### config.mk
export PLATFORM = sky130hd
export DESIGN_NAME = flash_ctl
export DESIGN_NICKNAME = d
export VERILOG_FILES = /design/src/core/flash_ctl_pkg.sv /design/src/core/boot_select.sv /design/src/core/flash_ctl.sv
export VERILOG_INCLUDE_DIRS = /design/src /design/src/core
export SDC_FILE = /design/constraint.sdc
export NUM_CORES = 1
export LEC_CHECK = 0
export BUFFER_PORTS_ARGS = -buffer_cell sky130_fd_sc_hd__buf_4
export CAP_MARGIN = 10
export CORE_MARGIN = 10
export CORE_UTILIZATION = 44
export CTS_CLUSTER_DIAMETER = 80
export DETAILED_ROUTE_END_ITERATION = 12
export GPL_TIMING_DRIVEN = 0
export PLACE_DENSITY = 0.8
export SETUP_SLACK_MARGIN = 0.15
export SYNTH_ARGS = -nofsm -noshare
export SYNTH_HDL_FRONTEND = slang
export SYNTH_HIERARCHICAL = 1
export SYNTH_SLANG_ARGS = --single-unit
### constraint.sdc
create_clock -name clk_sys -period 2.66 [get_ports clk_sys]
set_input_delay 0.133 -clock clk_sys [delete_from_list [all_inputs] [get_ports clk_sys]]
set_output_delay 0.133 -clock clk_sys [all_outputs]
set_load 0.02 [all_outputs]
### src/core/flash_ctl_consts.svh
// Purpose: Constants for the self-programming flash control block
// Assumes: 50 MHz clk_sys, APB register access, 32-bit data
// Notes:   How it works list follows
// How it works
// [RL1] Boot fuse high selects address zero vector
// [RL2] Fuses are inputs only, never written here
// [RL3] Boot pin used only when boot fuse programmed
// [RL4] Pin low at reset release forces boot vector
// [RL5] Ready interrupt requested while store enable clear
// [RL6] Concurrent section programming sets busy, blocks reads
// [RL7] Busy clears on re-enable or page load
// [RL8] Re-enable store unblocks, ignored while busy
// [RL9] Re-enable write aborts and discards buffer load
// [RL10] Signature read returns byte, store ignored
// [RL11] Lock set store programs lock bits from low
// [RL12] Lock set load returns lock or fuse
// [RL13] Page write stores buffer to pointer page
// [RL14] Page erase clears pointer page
// [RL15] Command bits clear on completion or timeout
// [RL16] Halting section programming stalls processor
// [RL17] Plain store fills buffer word at pointer
// [RL18] Store enable arms four cycles, holds while busy
// [RL19] Only five legal low-bit patterns take effect
// [RL20] Pointer is extension, high and low bytes
// [RL21] Target address latched at operation start
// [RL22] Software uses same page for erase and write
// [RL23] Loads address bytes, bit zero selects byte
// [RL24] Buffer cleared after write, re-enable, reset
// [RL25] Windows count from cycle after control write
`ifndef FLASH_CTL_CONSTS_SVH
`define FLASH_CTL_CONSTS_SVH
`define ADDR_CTRL        12'h000
`define ADDR_PTR         12'h004
`define ADDR_DATA        12'h008
`define ADDR_STRAP       12'h00C
`define CTRL_RESET       8'h00
`define BIT_IRQ_EN       7
`define BIT_BUSY         6
`define BIT_SIG_SEL      5
`define BIT_REEN         4
`define BIT_LOCK         3
`define BIT_PWRT         2
`define BIT_PERS         1
`define BIT_SEN          0
`define CMD_FILL         5'b0_0001
`define CMD_ERASE        5'b0_0011
`define CMD_WRITE        5'b0_0101
`define CMD_LOCK         5'b0_1001
`define CMD_REEN         5'b1_0001
`define STORE_WIN        3'd4
`define LOAD_WIN         3'd3
`define PROG_TIME_US     4000
`define CLK_MHZ          50
`define PROG_CYCLES      (`PROG_TIME_US * `CLK_MHZ)
`define BOOT_ADDR        16'h3800
`define HALT_BOUNDARY    16'h7000
`endif

### src/core/flash_ctl_pkg.sv
// Purpose: Types for the self-programming flash control block
// Assumes: Constants live in flash_ctl_consts.svh
// Notes:   Packed carriers only
package flash_ctl_pkg;
  typedef enum logic [1:0] {
    ST_IDLE = 2'b00,
    ST_ARMED = 2'b01,
    ST_PROG = 2'b10
  } seq_state_type;

  typedef enum logic [2:0] {
    OP_NONE = 3'b000,
    OP_ERASE = 3'b001,
    OP_WRITE = 3'b010,
    OP_LOCK = 3'b011
  } flash_op_type;

  typedef struct packed {
    logic        start;
    flash_op_type op;
    logic [15:0] addr;
    logic [7:0]  data;
  } flash_req_type;
endpackage

### src/core/boot_select.sv
// Purpose: Reset vector choice from fuses and hardware boot pin
// Assumes: Pin is asynchronous to clk_sys
// Notes:   Pin sampled on the first cycles after reset release
`include "flash_ctl_consts.svh"
`timescale 1ns/1ps
`default_nettype none
module boot_select
(
  input  wire logic        clk_sys,
  input  wire logic        rst_b,
  input  wire logic        boot_vector_fuse,
  input  wire logic        hardware_boot_fuse,
  input  wire logic        hardware_boot_pin_in,
  output logic             hardware_boot_pin_oe_b,
  output logic [15:0]      reset_vector_q,
  output logic             vector_valid_q
);
  logic [2:0] pin_sync_q;
  logic [1:0] settle_q;

  // Pin is always input only, in and out of reset; never driven here
  assign hardware_boot_pin_oe_b = 1'b1; // see [RL3]

  // Three-stage synchroniser for the pin
  always_ff @(posedge clk_sys or negedge rst_b)
  begin
    if (!rst_b)
      pin_sync_q <= 3'b111;
    else
      pin_sync_q <= {pin_sync_q[1:0], hardware_boot_pin_in};
  end

  // Wait until the synchroniser holds post-release samples
  always_ff @(posedge clk_sys or negedge rst_b)
  begin
    if (!rst_b)
      settle_q <= 2'b00;
    else if (settle_q != 2'b11)
      settle_q <= settle_q + 2'b01;
  end

  // Vector caught once, after release, as the pin was at the edge
  always_ff @(posedge clk_sys or negedge rst_b)
  begin
    if (!rst_b)
    begin
      reset_vector_q <= 16'h0000;
      vector_valid_q <= 1'b0;
    end
    // Waits for the last stage to hold a post-release sample, else the reset ones agree and a low pin reads as high
    else if (settle_q == 2'b11 && !vector_valid_q && pin_sync_q[1] == pin_sync_q[2])
    begin
      vector_valid_q <= 1'b1;
      if (!boot_vector_fuse) // see [RL1]
        reset_vector_q <= `BOOT_ADDR;
      else if (!hardware_boot_fuse && !pin_sync_q[2]) // see [RL3] see [RL4]
        reset_vector_q <= `BOOT_ADDR;
      else
        reset_vector_q <= 16'h0000;
    end
  end
endmodule
`default_nettype wire

### src/core/flash_ctl.sv
// Purpose: Store/load program sequencer with APB control registers
// Assumes: CPU gives one-cycle store and load strobes with pointer and data
// Notes:   Fuses are read-only inputs; flash array is outside
//
// The implementer's own choices: the register addresses and the APB interface to the registers.
`include "flash_ctl_consts.svh"
`timescale 1ns/1ps
`default_nettype none
module flash_ctl
  import flash_ctl_pkg::*;
#(
  parameter int PROG_CYCLES = `PROG_CYCLES
)
(
  input  wire logic        clk_sys,
  input  wire logic        rst_b,
  input  wire logic        psel,
  input  wire logic        penable,
  input  wire logic        pwrite,
  input  wire logic [11:0] paddr,
  input  wire logic [31:0] pwdata,
  output logic             pready,
  output logic             pslverr,
  output logic [31:0]      prdata,
  input  wire logic        global_irq_flag,
  input  wire logic        store_strobe,
  input  wire logic        load_strobe,
  input  wire logic [7:0]  pointer_extension_byte,
  input  wire logic [7:0]  pointer_high_byte,
  input  wire logic [7:0]  pointer_low_byte,
  input  wire logic [7:0]  low_data_register,
  input  wire logic [7:0]  high_data_register,
  input  wire logic [7:0]  fuse_low_byte,
  input  wire logic [7:0]  lock_bits_in,
  input  wire logic [7:0]  signature_byte,
  input  wire logic        boot_vector_fuse,
  input  wire logic        hardware_boot_fuse,
  input  wire logic        hardware_boot_pin_in,
  output logic             hardware_boot_pin_oe_b,
  output logic [15:0]      reset_vector_q,
  output logic [7:0]       load_data_q,
  output logic             load_special_q,
  output logic             store_ready_irq,
  output logic             section_blocked,
  output logic             cpu_halt,
  output flash_req_type    flash_req_q,
  input  wire logic        flash_done,
  output logic             buf_write_q,
  output logic [6:0]       buf_word_q,
  output logic [15:0]      buf_data_q,
  output logic             buf_clear_q,
  output logic [23:0]      load_addr
);
  seq_state_type state_q;
  logic [7:0]  ctrl_q;
  logic [2:0]  win_q;
  logic [31:0] prog_cnt_q;
  logic        halt_q;
  logic        boot_valid;
  logic        ctrl_wr;
  logic        fill_active_q;
  logic [4:0]  wr_cmd;
  logic [15:0] ptr;

  // Decodes the command field of a control byte
  function automatic logic legal_cmd(input logic [4:0] c);
    legal_cmd = (c == `CMD_FILL) || (c == `CMD_ERASE) || (c == `CMD_WRITE)
             || (c == `CMD_LOCK) || (c == `CMD_REEN);
  endfunction

  boot_select u_boot
  (
    .clk_sys                (clk_sys),
    .rst_b                  (rst_b),
    .boot_vector_fuse       (boot_vector_fuse),
    .hardware_boot_fuse     (hardware_boot_fuse),
    .hardware_boot_pin_in   (hardware_boot_pin_in),
    .hardware_boot_pin_oe_b (hardware_boot_pin_oe_b),
    .reset_vector_q         (reset_vector_q),
    .vector_valid_q         (boot_valid)
  );

  // APB: zero wait states, error on unmapped addresses
  assign pready  = 1'b1;
  assign pslverr = psel && penable && !(paddr == `ADDR_CTRL || paddr == `ADDR_PTR
                 || paddr == `ADDR_DATA || paddr == `ADDR_STRAP);
  assign ctrl_wr = psel && penable && pwrite && paddr == `ADDR_CTRL;
  assign wr_cmd  = pwdata[4:0];
  assign ptr     = {pointer_high_byte, pointer_low_byte};
  // Loads address bytes; extension byte on top of the pointer
  assign load_addr = {pointer_extension_byte, ptr}; // see [RL20] see [RL23]

  // Read mux; fuses only visible, no write path exists to them
  always_comb
  begin
    prdata = 32'h0000_0000;
    unique case (paddr)
      `ADDR_CTRL:  prdata = {24'h00_0000, ctrl_q};
      `ADDR_PTR:   prdata = {8'h00, load_addr};
      `ADDR_DATA:  prdata = {16'h0000, high_data_register, low_data_register};
      `ADDR_STRAP: prdata = {15'h0000, boot_valid, reset_vector_q}; // see [RL2]
      default:     prdata = 32'h0000_0000;
    endcase
  end

  // Ready interrupt is a level while store enable is clear
  assign store_ready_irq = ctrl_q[`BIT_IRQ_EN] && global_irq_flag
                         && !ctrl_q[`BIT_SEN]; // see [RL5]
  assign section_blocked = ctrl_q[`BIT_BUSY]; // see [RL6]
  assign cpu_halt        = halt_q; // see [RL16]

  // Sequencer and control register
  always_ff @(posedge clk_sys or negedge rst_b)
  begin
    if (!rst_b)
    begin
      state_q    <= ST_IDLE;
      ctrl_q     <= `CTRL_RESET;
      win_q      <= 3'd0;
      prog_cnt_q <= 32'd0;
      halt_q     <= 1'b0;
      flash_req_q <= '0;
    end
    else
    begin
      flash_req_q.start <= 1'b0;
      unique case (state_q)
        ST_IDLE:
        begin
          if (ctrl_wr)
          begin
            ctrl_q[`BIT_IRQ_EN] <= pwdata[`BIT_IRQ_EN];
            // Illegal patterns leave command bits untouched
            if (legal_cmd(wr_cmd)) // see [RL19]
            begin
              // Signature select only counts beside store enable alone
              ctrl_q[`BIT_SIG_SEL] <= pwdata[`BIT_SIG_SEL] && wr_cmd == `CMD_FILL; // see [RL10]
              ctrl_q[4:0] <= wr_cmd;
              win_q       <= `STORE_WIN; // see [RL25]
              state_q     <= ST_ARMED;
            end
          end
        end
        ST_ARMED:
        begin
          // Window closes after four cycles; a late load must not wrap the counter
          if (win_q == 3'd1 && !store_strobe)
          begin
            ctrl_q[5:0] <= 6'h00; // see [RL15] see [RL18]
            state_q     <= ST_IDLE;
          end
          else if (store_strobe)
          begin
            ctrl_q[5:0] <= 6'h00;
            state_q     <= ST_IDLE;
            if (ctrl_q[`BIT_SIG_SEL])
            begin
              // Store during signature read does nothing
            end // see [RL10]
            else if (ctrl_q[4:0] == `CMD_REEN)
              ctrl_q[`BIT_BUSY] <= 1'b0; // see [RL7] see [RL8]
            else if (ctrl_q[4:0] == `CMD_FILL)
              ctrl_q[`BIT_BUSY] <= 1'b0; // see [RL7]
            else
            begin
              // Latch address and start a programming operation
              flash_req_q.start <= 1'b1; // see [RL21]
              flash_req_q.addr  <= ptr;
              flash_req_q.data  <= low_data_register; // see [RL11]
              unique case (ctrl_q[4:0])
                `CMD_ERASE: flash_req_q.op <= OP_ERASE; // see [RL14]
                `CMD_WRITE: flash_req_q.op <= OP_WRITE; // see [RL13]
                default:    flash_req_q.op <= OP_LOCK;
              endcase
              ctrl_q[4:0] <= ctrl_q[4:0]; // see [RL18]
              state_q     <= ST_PROG;
              prog_cnt_q  <= 32'(PROG_CYCLES);
              if (ctrl_q[4:0] != `CMD_LOCK)
              begin
                if (ptr >= `HALT_BOUNDARY)
                  halt_q <= 1'b1; // see [RL16]
                else
                  ctrl_q[`BIT_BUSY] <= 1'b1; // see [RL6]
              end
            end
          end
          else if (load_strobe && win_q > 3'd1 && (ctrl_q[`BIT_SIG_SEL] || ctrl_q[`BIT_LOCK]))
          begin
            // Load answered within three cycles; read bits clear after
            ctrl_q[5:0] <= 6'h00; // see [RL10] see [RL12]
            state_q     <= ST_IDLE;
          end
          else
            win_q <= win_q - 3'd1;
        end
        ST_PROG:
        begin
          // Completion by flash done or by the default program time
          if (prog_cnt_q != 32'd0)
            prog_cnt_q <= prog_cnt_q - 32'd1;
          if (flash_done || prog_cnt_q == 32'd1)
          begin
            ctrl_q[4:0] <= 5'b0_0000; // see [RL15] see [RL18]
            halt_q      <= 1'b0;
            state_q     <= ST_IDLE;
          end
          // Control writes are ignored while programming runs
        end
        default: state_q <= ST_IDLE;
      endcase
    end
  end

  // Special loads: signature, lock bits or fuse low byte by bit zero
  always_ff @(posedge clk_sys or negedge rst_b)
  begin
    if (!rst_b)
    begin
      load_data_q    <= 8'h00;
      load_special_q <= 1'b0;
    end
    else
    begin
      load_special_q <= 1'b0;
      if (state_q == ST_ARMED && load_strobe && win_q > 3'd1)
      begin
        if (ctrl_q[`BIT_SIG_SEL])
        begin
          load_data_q    <= signature_byte; // see [RL10]
          load_special_q <= 1'b1;
        end
        else if (ctrl_q[`BIT_LOCK])
        begin
          load_data_q    <= pointer_low_byte[0] ? lock_bits_in : fuse_low_byte; // see [RL12]
          load_special_q <= 1'b1;
        end
      end
    end
  end

  // Buffer fill and clear strobes toward the page buffer
  always_ff @(posedge clk_sys or negedge rst_b)
  begin
    if (!rst_b)
    begin
      buf_write_q   <= 1'b0;
      buf_word_q    <= 7'd0;
      buf_data_q    <= 16'h0000;
      buf_clear_q   <= 1'b1; // see [RL24]
      fill_active_q <= 1'b0;
    end
    else
    begin
      buf_write_q <= 1'b0;
      buf_clear_q <= 1'b0;
      if (state_q == ST_ARMED && store_strobe && ctrl_q[4:0] == `CMD_FILL
          && !ctrl_q[`BIT_SIG_SEL])
      begin
        // Word slot ignores the byte select bit
        buf_write_q   <= 1'b1; // see [RL17]
        buf_word_q    <= pointer_low_byte[7:1];
        buf_data_q    <= {high_data_register, low_data_register};
        fill_active_q <= 1'b1;
      end
      if (ctrl_wr && state_q == ST_IDLE && wr_cmd == `CMD_REEN)
      begin
        // Abort load in progress and discard buffer
        buf_clear_q   <= fill_active_q; // see [RL9]
        fill_active_q <= 1'b0;
      end
      if (state_q == ST_ARMED && store_strobe && ctrl_q[4:0] == `CMD_REEN)
        buf_clear_q <= 1'b1; // see [RL24]
      if (state_q == ST_PROG && flash_req_q.op == OP_WRITE
          && (flash_done || prog_cnt_q == 32'd1))
      begin
        buf_clear_q   <= 1'b1; // see [RL24]
        fill_active_q <= 1'b0;
      end
    end
  end
endmodule
`default_nettype wire

==> summary.md, run 1 <==
| Metric | Value |
|---|---|
| Critical Path Start Type | `flop` |
| Core Area | `14040 sq um` |
| Layout Skew | `approximately 0.011 ns` |
| Area contributors post-synth | `dfrtp_1 (44%), mux2_2 (11%), buf_4 (5.9%), mux4_2 (2.8%), nor2_1 (2.8%)` |
| Clk sinks | `115` |
| Via/cell ratio | `5.410` |
| Total wire length | `approximately 24 mm` |
| Max-cap viol count | `0` |
| Final Max Slew Viols | `0` |
| WS Path Type | `reg2reg` |
| Ys Warns | `6` |
| Worst path cell trace | `or4_4 -> nor4b_4 -> a41oi_2 -> a211oi_2 -> nor3b_4 -> buf_6 -> mux2_4` |
| Count leader, synth | `dfrtp_1` |
| Post-synth top area share | `43.68%` |
| Final period utilization | `97.54%` |
| Die span in x | `140.2 um` |
| Non-filler cells, final | `about 1100` |
| Row count | `between 40 and 50` |
| Post-layout min period | `2.595 ns` |
| Adder-cell area share of the yosys netlist | `1.928%` |
| Mux share of post-synthesis cell area | `15.88%` |
| Total Power | `8.833 mW` |
| Latest clock arrival within the worst-skew pair | `~0.42 ns` |
| Worst min-delay path class | `in2reg` |
| Flops & latches, synth | `115` |
| Pin count of the biggest net entering global routing | `99` |
| Maximum clock path buffer count | `2` |
| Clock Tree Root | `clkbuf_16` |
| Critical path data arrival time | `2.90 ns` |
| Worst-path clk slew | `0.06 ns` |
| Unrepaired setup endpoints after global routing | `yes` |
| Residual DRC | `0` |
| Worst r2r src | `prog_cnt_q[27]` |
| Post-synth EDFFs | `0` |
| DPL Wire Length | `16.10 mm` |
| Port bufs | `207` |
| Synth unique cells | `a little under 60` |
| Final instance area | `between 9000 and 10000 sq um` |
| Outcome | `complete, no violations` |
| Max VDD drop | `between 600 and 700 uV` |
| PwrDens | `915.0 nW/um^2` |
| Largest family of logic cells by synthesized area | `simple AND/OR/NAND/NOR gates` |
| Hold Violations, Final | `0` |
| Number of global-route vias before repair | `6476` |
| Io pins | `260` |
| Initial antenna violation count | `1` |
| HP Start | `signature_byte[2]` |
| Iteration count of the initial detailed-routing pass | `7` |
| Area grow syn2layout | `51.83%` |
| CTS tree | `yes` |
| Die Height | `140.2 um` |
| Leak pwr | `4.648 nW` |
| GR Util All Layers | `23.09%` |
| Worst Path Max Fanout | `5` |
| CP max-delay cell | `or4_4` |
| Max incr delay on CP | `0.57 ns` |
| Slew @ Worst Pin | `0.6935 ns` |
| DR WL/cell | `~21 um` |
| Placed Area | `8260 sq um` |
| Post-route ant nets | `0` |
| Full die area | `19660 sq um` |
| Yosys top cell by area | `dfrtp_1` |
| Inst Count DP | `1011` |
| Synthesized area | `6359 sq um` |
| Final net count | `1048` |
| Synth Area in XOR/XNOR | `1.928%` |
| First-pass GRT wire length | `36.07 mm` |
| Syn Area/Cell | `10.54 sq um` |
| WP data required | `slightly below 3 ns` |
| DR iter-0 viols | `527` |
| Via count | `6021` |
| H-tree Lvls | `4` |
| CTS Buf Count | `17` |
| CP Capture Type | `flop` |
| GP Congestion | `0.8624` |
| Slew headroom | `between 50 and 60%` |
| Post-synthesis sequential area ratio | `a little under half` |
| Initial core utilization | `45.28%` |
| FMAX | `between 300 and 400 MHz` |
| Critical Path Start | `prog_cnt_q[27]` |
| Simple logic cell fraction of the synthesized area | `17.41%` |
| Mapped Cells | `603` |
| Commonest cells post-synth | `dfrtp_1 (111), mux2_2 (63), buf_4 (50)` |
| FFs w/ async S/R, synth | `100.0%` |
| Final setup viols | `0` |
| Ys flop type | `dfrtp_1` |
| Layout cells sized above 1 | `47.85%` |
| Grt ovf | `0` |
| Compound-Gate Fraction of Synth Area | `8.874%` |
-- cells by family (layout without fill, tap and decap cells) --
group	count (synthesis)	after routing
simple gates	197	197
flops	115	115
buf+inv	92	401
compound gates	88	88
mux	83	83
xor+xnor	14	14
fa+ha+maj	10	10
other cells	4	25
-- worst paths after layout --
check	cells after the start	endpoint	slack, ns
min	3	load_data_q[2]	0.02
max reg2reg	7	ctrl_q[0]	0.07
min in group asynchronous	2	prog_cnt_q[23]	0.12
max in group asynchronous	3	load_data_q[6]	1.79
min reg2reg	0	u_boot/pin_sync_q[1]	0.36
max	7	ctrl_q[0]	0.07
-- layout make-up --
type	count	area, sq um
timing repair buffer	277	2240
antenna	1	2.502
clock inverter	15	147.6
sequential	115	2884
clock buffer	17	425.4
tap	180	225.2
fill	965	4388
buffer	73	485.5
inverter	19	71.32
multi-input combinational	416	3173
-- layer usage --
metal | GRT usage, % | part of all wire [%]
met5 | 0 | 0
met4 | 10.05 | 3.3
met3 | 9.736 | 9.4
met2 | 40.57 | 53
met1 | 23.38 | 35
-- power by group --
part / leakage (nW) / switching [mW] / internal, mW
combinational: 2.95 / 2.08 / 1.78
clock: 0.273 / 0.922 / 1.31
sequential: 1.42 / 0.434 / 2.31
total: 4.65 / 3.44 / 5.39
-- state kept, by name, summed over array words and instances (netlist names) --
signal	count
prog_cnt_q	32
buf_word_q	7
u_boot/settle_q	2
win_q	3
flash_req_q	27
buf_clear_q	1
buf_write_q	1
ctrl_q	8
u_boot/vector_valid_q	1
u_boot/pin_sync_q	3
u_boot/reset_vector_q	1
cpu_halt	1
load_special_q	1
state_q	2
fill_active_q	1
buf_data_q	16
load_data_q	8
-- through the flow --
stage	hold WS, ns	setup slack [ns]	TNS (ns)	util [%]
4_1_cts	0.006093	0.07578	0	67.04
5_1_grt	0.04275	-0.04481	-0.08680	68.75
3_5_place_dp	-0.01613	-0.2033	-5.464	58.83
3_3_place_gp	0.2430	-0.1929	-4.892	58.60
2_1_floorplan	-0.1626	0.1907	0	-
6_report	0.02278	0.06534	0	68.75
-- cells in the final DEF, fill, tap and decap left out, types with 6 or more instances in the layout --
| master | count |
|---|---|
| nand2_1 | 31 |
| clkbuf_16 | 17 |
| and2_1 | 10 |
| dlygate4sd3_1 | 39 |
| o21ai_0 | 22 |
| inv_1 | 18 |
| dfrtp_1 | 110 |
| nor2b_1 | 7 |
| clkbuf_1 | 13 |
| or4_1 | 6 |
| clkbuf_2 | 6 |
| mux4_2 | 8 |
| and3_1 | 6 |
| nand3_1 | 10 |
| mux2_2 | 58 |
| or3_1 | 10 |
| xor2_1 | 8 |
| nor4_1 | 7 |
| buf_4 | 278 |
| a22oi_1 | 9 |
| nor3_1 | 12 |
| and3_2 | 7 |
| a21oi_1 | 24 |
| nor2_1 | 45 |
| o211ai_1 | 6 |
| buf_6 | 8 |
| mux2i_1 | 12 |
| conb_1 | 24 |
| ha_1 | 9 |
| nand2b_1 | 8 |
-- critical path, delay by kind of cell, from the launching register on --
kind / cells / cell delay (ns)
flip-flops: 1 / 0.38
multiplexers: 1 / 0.31
AND/OR/NAND/NOR: 3 / 1.10
AO/OA/AOI/OAI: 2 / 0.52
buffers and inverters: 1 / 0.16
-- what timing repair did --
item | CTS | global route
resized for setup | 16 | 45
hold buffers | 39 | 0
hold endpoints to repair | 164 | 0
buffers inserted | 19 | 11
pin swaps | 8 | 15
setup endpoints to repair | 71 | 73
Note: power is estimated with default switching activity, not from simulation.
==> run 2: changes to the inputs <==
CTS_CLUSTER_DIAMETER = 60   (was 80)
HOLD_SLACK_MARGIN = 0.1   (was not set)
==> run 2 against run 1 <==
Utilization is 0.69 points higher. Non-clock buffer count grew 9. Critical endpoint unchanged. Sequential share of layout area down 0.30 points. Via count grew 0.65%. Register-to-register slack worse by 0.03 ns. Critical path depth did not move. Worst hold slack improved by 0.097 ns. Worst setup slack lost 0.034 ns. Largest cell class unchanged. Global-route usage grew 0.17 points. Clock power about the same.
==> summary.md, run 2 (synthesized netlist as in run 1, its figures left out) <==
| Metric | Value |
|---|---|
| DR iter-0 viols | `439 (was 527)` |
| Clk sinks | `115 (unchanged)` |
| Final instance area | `9751 sq um (was 9654 sq um)` |
| Clock Tree Root | `clkbuf_16 (unchanged)` |
| Max incr delay on CP | `0.58 ns (was 0.57 ns)` |
| Top delay family on crit path | `simple AND/OR/NAND/NOR gates (unchanged)` |
| CTS Buf Count | `17 (unchanged)` |
| Max reg flops | `32 (unchanged)` |
| Non-filler cells, final | `1122 (was 1113)` |
| Fill count | `942 (was 965)` |
| Iteration count of the initial detailed-routing pass | `5 (was 7)` |
| Commonest cells after routing, fill and taps aside | `buf_4 (278), dfrtp_1 (110), mux2_2 (58), dlygate4sd3_1 (48), nor2_1 (45) (was buf_4 (278), dfrtp_1 (110), mux2_2 (58), nor2_1 (45), dlygate4sd3_1 (39))` |
| Max VDD drop | `657.2 uV (was 663.3 uV)` |
| Met3 WL | `2.089 mm (was 2.211 mm)` |
| Post-route ant nets | `0 (unchanged)` |
| CP max-delay cell | `or4_4 (unchanged)` |
| WP data required | `2.96 ns (about the same)` |
| Total Power | `8.856 mW (was 8.833 mW)` |
| Total wire length | `23.80 mm (was 23.55 mm)` |
| Unrepaired setup endpoints after global routing | `yes (unchanged)` |
| Slew headroom | `53.64% (was 53.76%)` |
| Top layer reached by signal wires | `met4 (unchanged)` |
| Final period utilization | `98.82% (was 97.54%)` |
| Wire length on met1 | `8.273 mm (was 8.131 mm)` |
| PwrDens | `908.2 nW/um^2 (was 915.0 nW/um^2)` |
| CP Capture Type | `flop (unchanged)` |
| Via/cell ratio | `5.401 (was 5.410)` |
| Layout Skew | `0.01204 ns (was 0.01064 ns)` |
| Latest clock arrival within the worst-skew pair | `0.42 ns (about the same)` |
| Port bufs | `207 (unchanged)` |
| Dpl ws | `-0.2033 ns (unchanged)` |
| WL met2 | `12.68 mm (was 12.43 mm)` |
| Leak pwr | `4.682 nW (was 4.648 nW)` |
| Critical path data arrival time | `2.93 ns (was 2.90 ns)` |
| Grt ovf | `0 (unchanged)` |
| Initial core utilization | `45.28% (unchanged)` |
| Top reg by flops | `prog_cnt_q (unchanged)` |
| First-pass GRT wire length | `36.35 mm (was 36.07 mm)` |
| Area grow syn2layout | `53.35% (was 51.83%)` |
| Final net count | `1057 (was 1048)` |
| WS Path Type | `reg2reg (unchanged)` |
| CTS tree | `yes (unchanged)` |
| Worst path cell trace | `or4_4 -> nor4b_4 -> a41oi_2 -> a211oi_2 -> nor3b_4 -> buf_6 -> mux2_4 (unchanged)` |
| Post-layout min period | `2.629 ns (was 2.595 ns)` |
| Full die area | `19660 sq um (unchanged)` |
| FMAX | `380.4 MHz (was 385.4 MHz)` |
| Residual DRC | `0 (unchanged)` |
| Max-cap viol count | `0 (unchanged)` |
| Critical Path Start Type | `flop (unchanged)` |
| Worst min-delay path class | `in2async (was in2reg)` |
| Die span in x | `140.2 um (unchanged)` |
| Initial antenna violation count | `1 (unchanged)` |
| Pin count of the biggest net entering global routing | `99 (unchanged)` |
| Hold Violations, Final | `0 (unchanged)` |
| Number of global-route vias before repair | `6537 (was 6476)` |
| Core Area | `14040 sq um (unchanged)` |
| Io pins | `260 (unchanged)` |
| Commonest non-fill, non-tap cell in the layout | `buf_4 (unchanged)` |
| Final Max Slew Viols | `0 (unchanged)` |
| Worst Path Max Fanout | `5 (unchanged)` |
| Critical path buffers and inverters | `1 (unchanged)` |
| Slew @ Worst Pin | `0.6953 ns (was 0.6935 ns)` |
| Inst Count DP | `1011 (unchanged)` |
| Maximum clock path buffer count | `2 (unchanged)` |
| Largest registers | `prog_cnt_q: 32 flops, flash_req_q: 27 flops, buf_data_q: 16 flops (unchanged)` |
| Layout cells sized above 1 | `47.50% (was 47.85%)` |
| Row count | `43 (unchanged)` |
| Outcome | `complete, no violations (unchanged)` |
| Worst-path clk slew | `0.06 ns (about the same)` |
| Via count | `6060 (was 6021)` |
| DPL Wire Length | `16.10 mm (unchanged)` |
| GP Congestion | `0.8624 (unchanged)` |
| Reg2Reg Setup Slack | `0.03 ns (was 0.07 ns)` |
| DR WL/cell | `21.21 um (was 21.16 um)` |
| Final setup viols | `0 (unchanged)` |
| Placed Area | `8260 sq um (unchanged)` |
| Setup ws final | `0.03133 ns (was 0.06534 ns)` |
| H-tree Lvls | `4 (unchanged)` |
| Die Height | `140.2 um (unchanged)` |
| GR Util All Layers | `23.27% (was 23.09%)` |
==> run 2: changes by cell type in the layout (fill, tap and decap cells not counted), sizes merged <==
cell / before / now
dlygate4sd3: 39 / 48
buf: 291 / 292
clkbuf: 37 / 36
==> run 2: layout make-up <==
type | instances | area, sq um | share of cell area [%]
Clock buffer | 17 | 425.4 | 4.363
Antenna cell | 1 | 2.502 | 0.02566
Clock inverter | 15 | 147.6 | 1.514
Buffer | 73 | 485.5 | 4.979
Inverter | 19 | 71.32 | 0.7314
Sequential cell | 115 | 2884 | 29.58
Multi-Input combinational cell | 416 | 3176 | 32.57
Tap cell | 180 | 225.2 | 2.310
Timing Repair Buffer | 286 | 2333 | 23.93
==> run 2: worst paths after layout <==
path | start | to | cells after the start
worst min-delay path | rst_b | prog_cnt_q[23] | 2
worst max register to register | prog_cnt_q[27] | ctrl_q[0] | 7
max in group asynchronous | rst_b | flash_req_q[13] | 3
worst max-delay path | prog_cnt_q[27] | ctrl_q[0] | 7
min in group clk_sys | fuse_low_byte[5] | load_data_q[5] | 5
worst min register to register | u_boot/pin_sync_q[0] | u_boot/pin_sync_q[1] | 0
==> run 2: per-layer routing <==
metal,up-vias,global-route usage (%)
li1,2748,-
met1,3006,23.23
met2,257,41.26
met3,49,9.838
met4,0,10.11
met5,-,0
==> run 2: through the flow <==
stage          hold WS (ns)  util [%]  setup TNS (ns)
2_1_floorplan       -0.1626         -               0
3_3_place_gp         0.2430     58.60          -4.892
5_1_grt              0.1425     69.44         -0.1500
4_1_cts              0.1116     67.68               0
3_5_place_dp       -0.01613     58.83          -5.464
6_report             0.1200     69.44               0
==> run 2: what timing repair did <==
item | in CTS | in global routing
pin swaps | 8 | 17
endpoints found under the hold margin | 171 | 0
buffers inserted | 19 | 11
hold buffers | 48 | 0
resized for setup | 16 | 50
setup endpoints to repair | 71 | 73
==> run 2: power breakdown <==
group / switching (mW) / internal [mW]
registers: 0.444 / 2.31
clock network: 0.911 / 1.31
logic: 2.09 / 1.79
==> run 3: changes to the inputs <==
CORE_UTILIZATION = 25   (was 44)
PLACE_DENSITY = 0.52   (was 0.8)
RECOVER_POWER = 25   (was not set)
==> run 3 against run 2 <==
Critical path depth is the same. Count of clock-buffer cells in the layout is the same. Worst setup slack gained 0.11 ns. Total power shrank 2.0%. Via count shrank 6.5%. Design area grew 0.21%. Cell count grew 12%. Sequential power shrank 2%. Utilization shrank 31 points. Routed wire length shrank 5.7%. Combinational power shrank 6.7%. Register-to-register slack gained 0.11 ns. Critical path type unchanged. Critical endpoint is now ctrl_q[4].
==> summary.md, run 3 (synthesized netlist as in run 1, its figures left out) <==
| Metric | Value |
|---|---|
| Top delay family on crit path | `simple AND/OR/NAND/NOR gates (unchanged)` |
| CTS Buf Count | `17 (unchanged)` |
| Max VDD drop | `466.4 uV (was 657.2 uV)` |
| Core Area | `25110 sq um (was 14040 sq um)` |
| First-pass GRT wire length | `35.20 mm (was 36.35 mm)` |
| Worst r2r src | `prog_cnt_q[27] (unchanged)` |
| Slew headroom | `21.34% (was 53.64%)` |
| Row count | `58 (was 43)` |
| Sequential Power Share | `31.2% (was 31.1%)` |
| Max-cap viol count | `0 (unchanged)` |
| Final setup viols | `0 (unchanged)` |
| H-tree Lvls | `4 (unchanged)` |
| GR Util All Layers | `13.52% (was 23.27%)` |
| Number of global-route vias before repair | `6158 (was 6537)` |
| Placed Area | `8448 sq um (was 8260 sq um)` |
| Final Max Slew Viols | `0 (unchanged)` |
| R2R depth | `7 (unchanged)` |
| PwrDens | `887.9 nW/um^2 (was 908.2 nW/um^2)` |
| Total wire length | `22.44 mm (was 23.80 mm)` |
| Die span in x | `179.5 um (was 140.2 um)` |
| Critical Path Start Type | `flop (unchanged)` |
| FMAX | `397.0 MHz (was 380.4 MHz)` |
| Reg2Reg Setup Slack | `0.14 ns (was 0.03 ns)` |
| Residual DRC | `0 (unchanged)` |
| Initial antenna violation count | `0 (was 1)` |
| Post-layout min period | `2.519 ns (was 2.629 ns)` |
| Port bufs | `207 (unchanged)` |
| Via count | `5664 (was 6060)` |
| Fin Hold WS | `0.1325 ns (was 0.1200 ns)` |
| Largest registers | `prog_cnt_q: 32 flops, flash_req_q: 27 flops, buf_data_q: 16 flops (unchanged)` |
| Layout cells sized above 1 | `44.68% (was 47.50%)` |
| WS Path Type | `reg2reg (unchanged)` |
| HP Start | `pwdata[2]` |
| Hold-critical path depth | `3` |
| Grt ovf | `0 (unchanged)` |
| DR iter-0 viols | `206 (was 439)` |
| Worst min-delay path class | `in2reg (was in2async)` |
| Area grow syn2layout | `53.66% (was 53.35%)` |
| Initial core utilization | `25.32% (was 45.28%)` |
| RR Endpoint | `ctrl_q[4] (was ctrl_q[0])` |
| Commonest non-fill, non-tap cell in the layout | `buf_4 (unchanged)` |
| Final TNS setup | `0 ns (unchanged)` |
| Clock share of power | `27.1% (was 25.0%)` |
| Hold Violations, Final | `0 (unchanged)` |
| Setup ws final | `0.1412 ns (was 0.03133 ns)` |
| CP Capture Type | `flop (unchanged)` |
| Worst-path clk slew | `0.06 ns (about the same)` |
| Pin count of the biggest net entering global routing | `83 (was 99)` |
| Post-route ant nets | `0 (unchanged)` |
| Clock Tree Root | `clkbuf_16 (unchanged)` |
| Critical path data arrival time | `2.82 ns (was 2.93 ns)` |
| Final period utilization | `94.69% (was 98.82%)` |
| Unrepaired setup endpoints after global routing | `yes (unchanged)` |
| Die Height | `179.5 um (was 140.2 um)` |
| P_int | `5.399 mW (was 5.412 mW)` |
| DPL Wire Length | `17.04 mm (was 16.10 mm)` |
| Switching share of power | `37.76% (was 38.89%)` |
| WP data required | `2.96 ns (about the same)` |
| Latest clock arrival within the worst-skew pair | `0.42 ns (about the same)` |
| Diodes inserted | `0 (was 1)` |
| Clk sinks | `115 (unchanged)` |
| CTS tree | `yes (unchanged)` |
| GP Congestion | `0.8056 (was 0.8624)` |
| Via/cell ratio | `4.492 (was 5.401)` |
| Layout Skew | `0.01357 ns (was 0.01204 ns)` |
| Iteration count of the initial detailed-routing pass | `4 (was 5)` |
| Leak pwr | `4.585 nW (was 4.682 nW)` |
| Endpoint, Worst Hold | `ctrl_q[2]` |
| Full die area | `32210 sq um (was 19660 sq um)` |
| Worst path cell trace | `or4_4 -> nor4b_4 -> a41oi_2 -> a211oi_2 -> nor3b_4 -> buf_6 -> mux2_4 (unchanged)` |
| Final net count | `1047 (was 1057)` |
| Combinational share of power | `41.7% (was 43.8%)` |
| Max reg flops | `32 (unchanged)` |
| Critical path buffers and inverters | `1 (unchanged)` |
| Maximum clock path buffer count | `2 (unchanged)` |
| Dpl ws | `-0.4325 ns (was -0.2033 ns)` |
| Slew @ Worst Pin | `1.180 ns (was 0.6953 ns)` |
| DR WL/cell | `17.79 um (was 21.21 um)` |
| Max incr delay on CP | `0.56 ns (was 0.58 ns)` |
| Outcome | `complete, no violations (unchanged)` |
| Worst Path Max Fanout | `5 (unchanged)` |
| Final instance area | `9771 sq um (was 9751 sq um)` |
| Sw Pwr | `3.276 mW (was 3.444 mW)` |
| CP max-delay cell | `or4_4 (unchanged)` |
| Io pins | `260 (unchanged)` |
| Total Power | `8.676 mW (was 8.856 mW)` |
| Top reg by flops | `prog_cnt_q (unchanged)` |
| Commonest cells after routing, fill and taps aside | `buf_4 (265), dfrtp_1 (110), mux2_2 (58), dlygate4sd3_1 (48), nor2_1 (45) (was buf_4 (278), dfrtp_1 (110), mux2_2 (58), dlygate4sd3_1 (48), nor2_1 (45))` |
==> run 3: cell types whose count changed in the layout (fill, tap and decap cells not counted), sizes merged <==
cell,change
diode,-1
clkbuf,+10
bufinv,+1
buf,-20
inv,+1
clkinvlp,-2
==> run 3: layout make-up <==
cell class / count / area [sq um]
Fill cell: 2578 / 15340
Multi-Input combinational cell: 416 / 3153
Sequential cell: 115 / 2884
Timing Repair Buffer: 276 / 2170
Buffer: 73 / 483.0
Clock buffer: 17 / 425.4
Tap cell: 330 / 412.9
Clock inverter: 15 / 171.4
Inverter: 19 / 71.32
==> run 3: through the flow <==
| stage | std cells | util, % |
|---|---|---|
| 6_report | 1261 | 38.91 |
| 5_1_grt | 1261 | 38.91 |
| 4_1_cts | 1253 | 38.51 |
| 3_5_place_dp | 1161 | 33.65 |
| 3_3_place_gp | 1160 | 33.52 |
| 2_1_floorplan | 623 | - |
==> run 3: power by group through the flow <==
| stage | registers (mW) | logic [mW] | clock network [mW] |
|---|---|---|---|
| 4_1_cts | 2.70 | 3.57 | 2.40 |
| 2_1_floorplan | 3.16 | 1.49 | 0 |
| 3_5_place_dp | 2.71 | 3.40 | 0 |
| 3_3_place_gp | 2.69 | 3.39 | 0 |
| 5_1_grt | 2.79 | 3.95 | 2.47 |
| 6_report | 2.71 | 3.62 | 2.35 |
==> run 3: timing repair <==
item | 4_1_cts | 5_1_grt
pin swaps | 6 | 14
gates resized for setup | 18 | 28
setup endpoints to repair | 74 | 56
endpoints found under the hold margin | 171 | 0
setup buffers | 12 | 8
hold buffers | 48 | 0
==> run 3: worst min-delay path, cell delays in order <==
cell,delay [ns]
buf_4,0.10
nor2b_1,0.13
mux2_4,0.15
==> run 3: layer usage <==
| layer | global-route usage [%] | routed length, um | up-vias |
|---|---|---|---|
| met5 | 0 | 0 | - |
| met4 | 3.176 | 230 | 0 |
| met3 | 6.004 | 2060 | 14 |
| met2 | 22.93 | 11010 | 173 |
| met1 | 15.25 | 9133 | 2749 |
| li1 | - | - | 2728 |
==> run 3: worst max-delay path by stage <==
stage,from,to,cells past startpoint
after floorplan,prog_cnt_q[27],ctrl_q[0],6
after global placement,ctrl_q[3],buf_data_q[8],5
after detailed placement,ctrl_q[3],buf_data_q[11],5
after CTS,prog_cnt_q[24],ctrl_q[0],7
after global routing,prog_cnt_q[8],ctrl_q[3],7
final,prog_cnt_q[27],ctrl_q[4],7
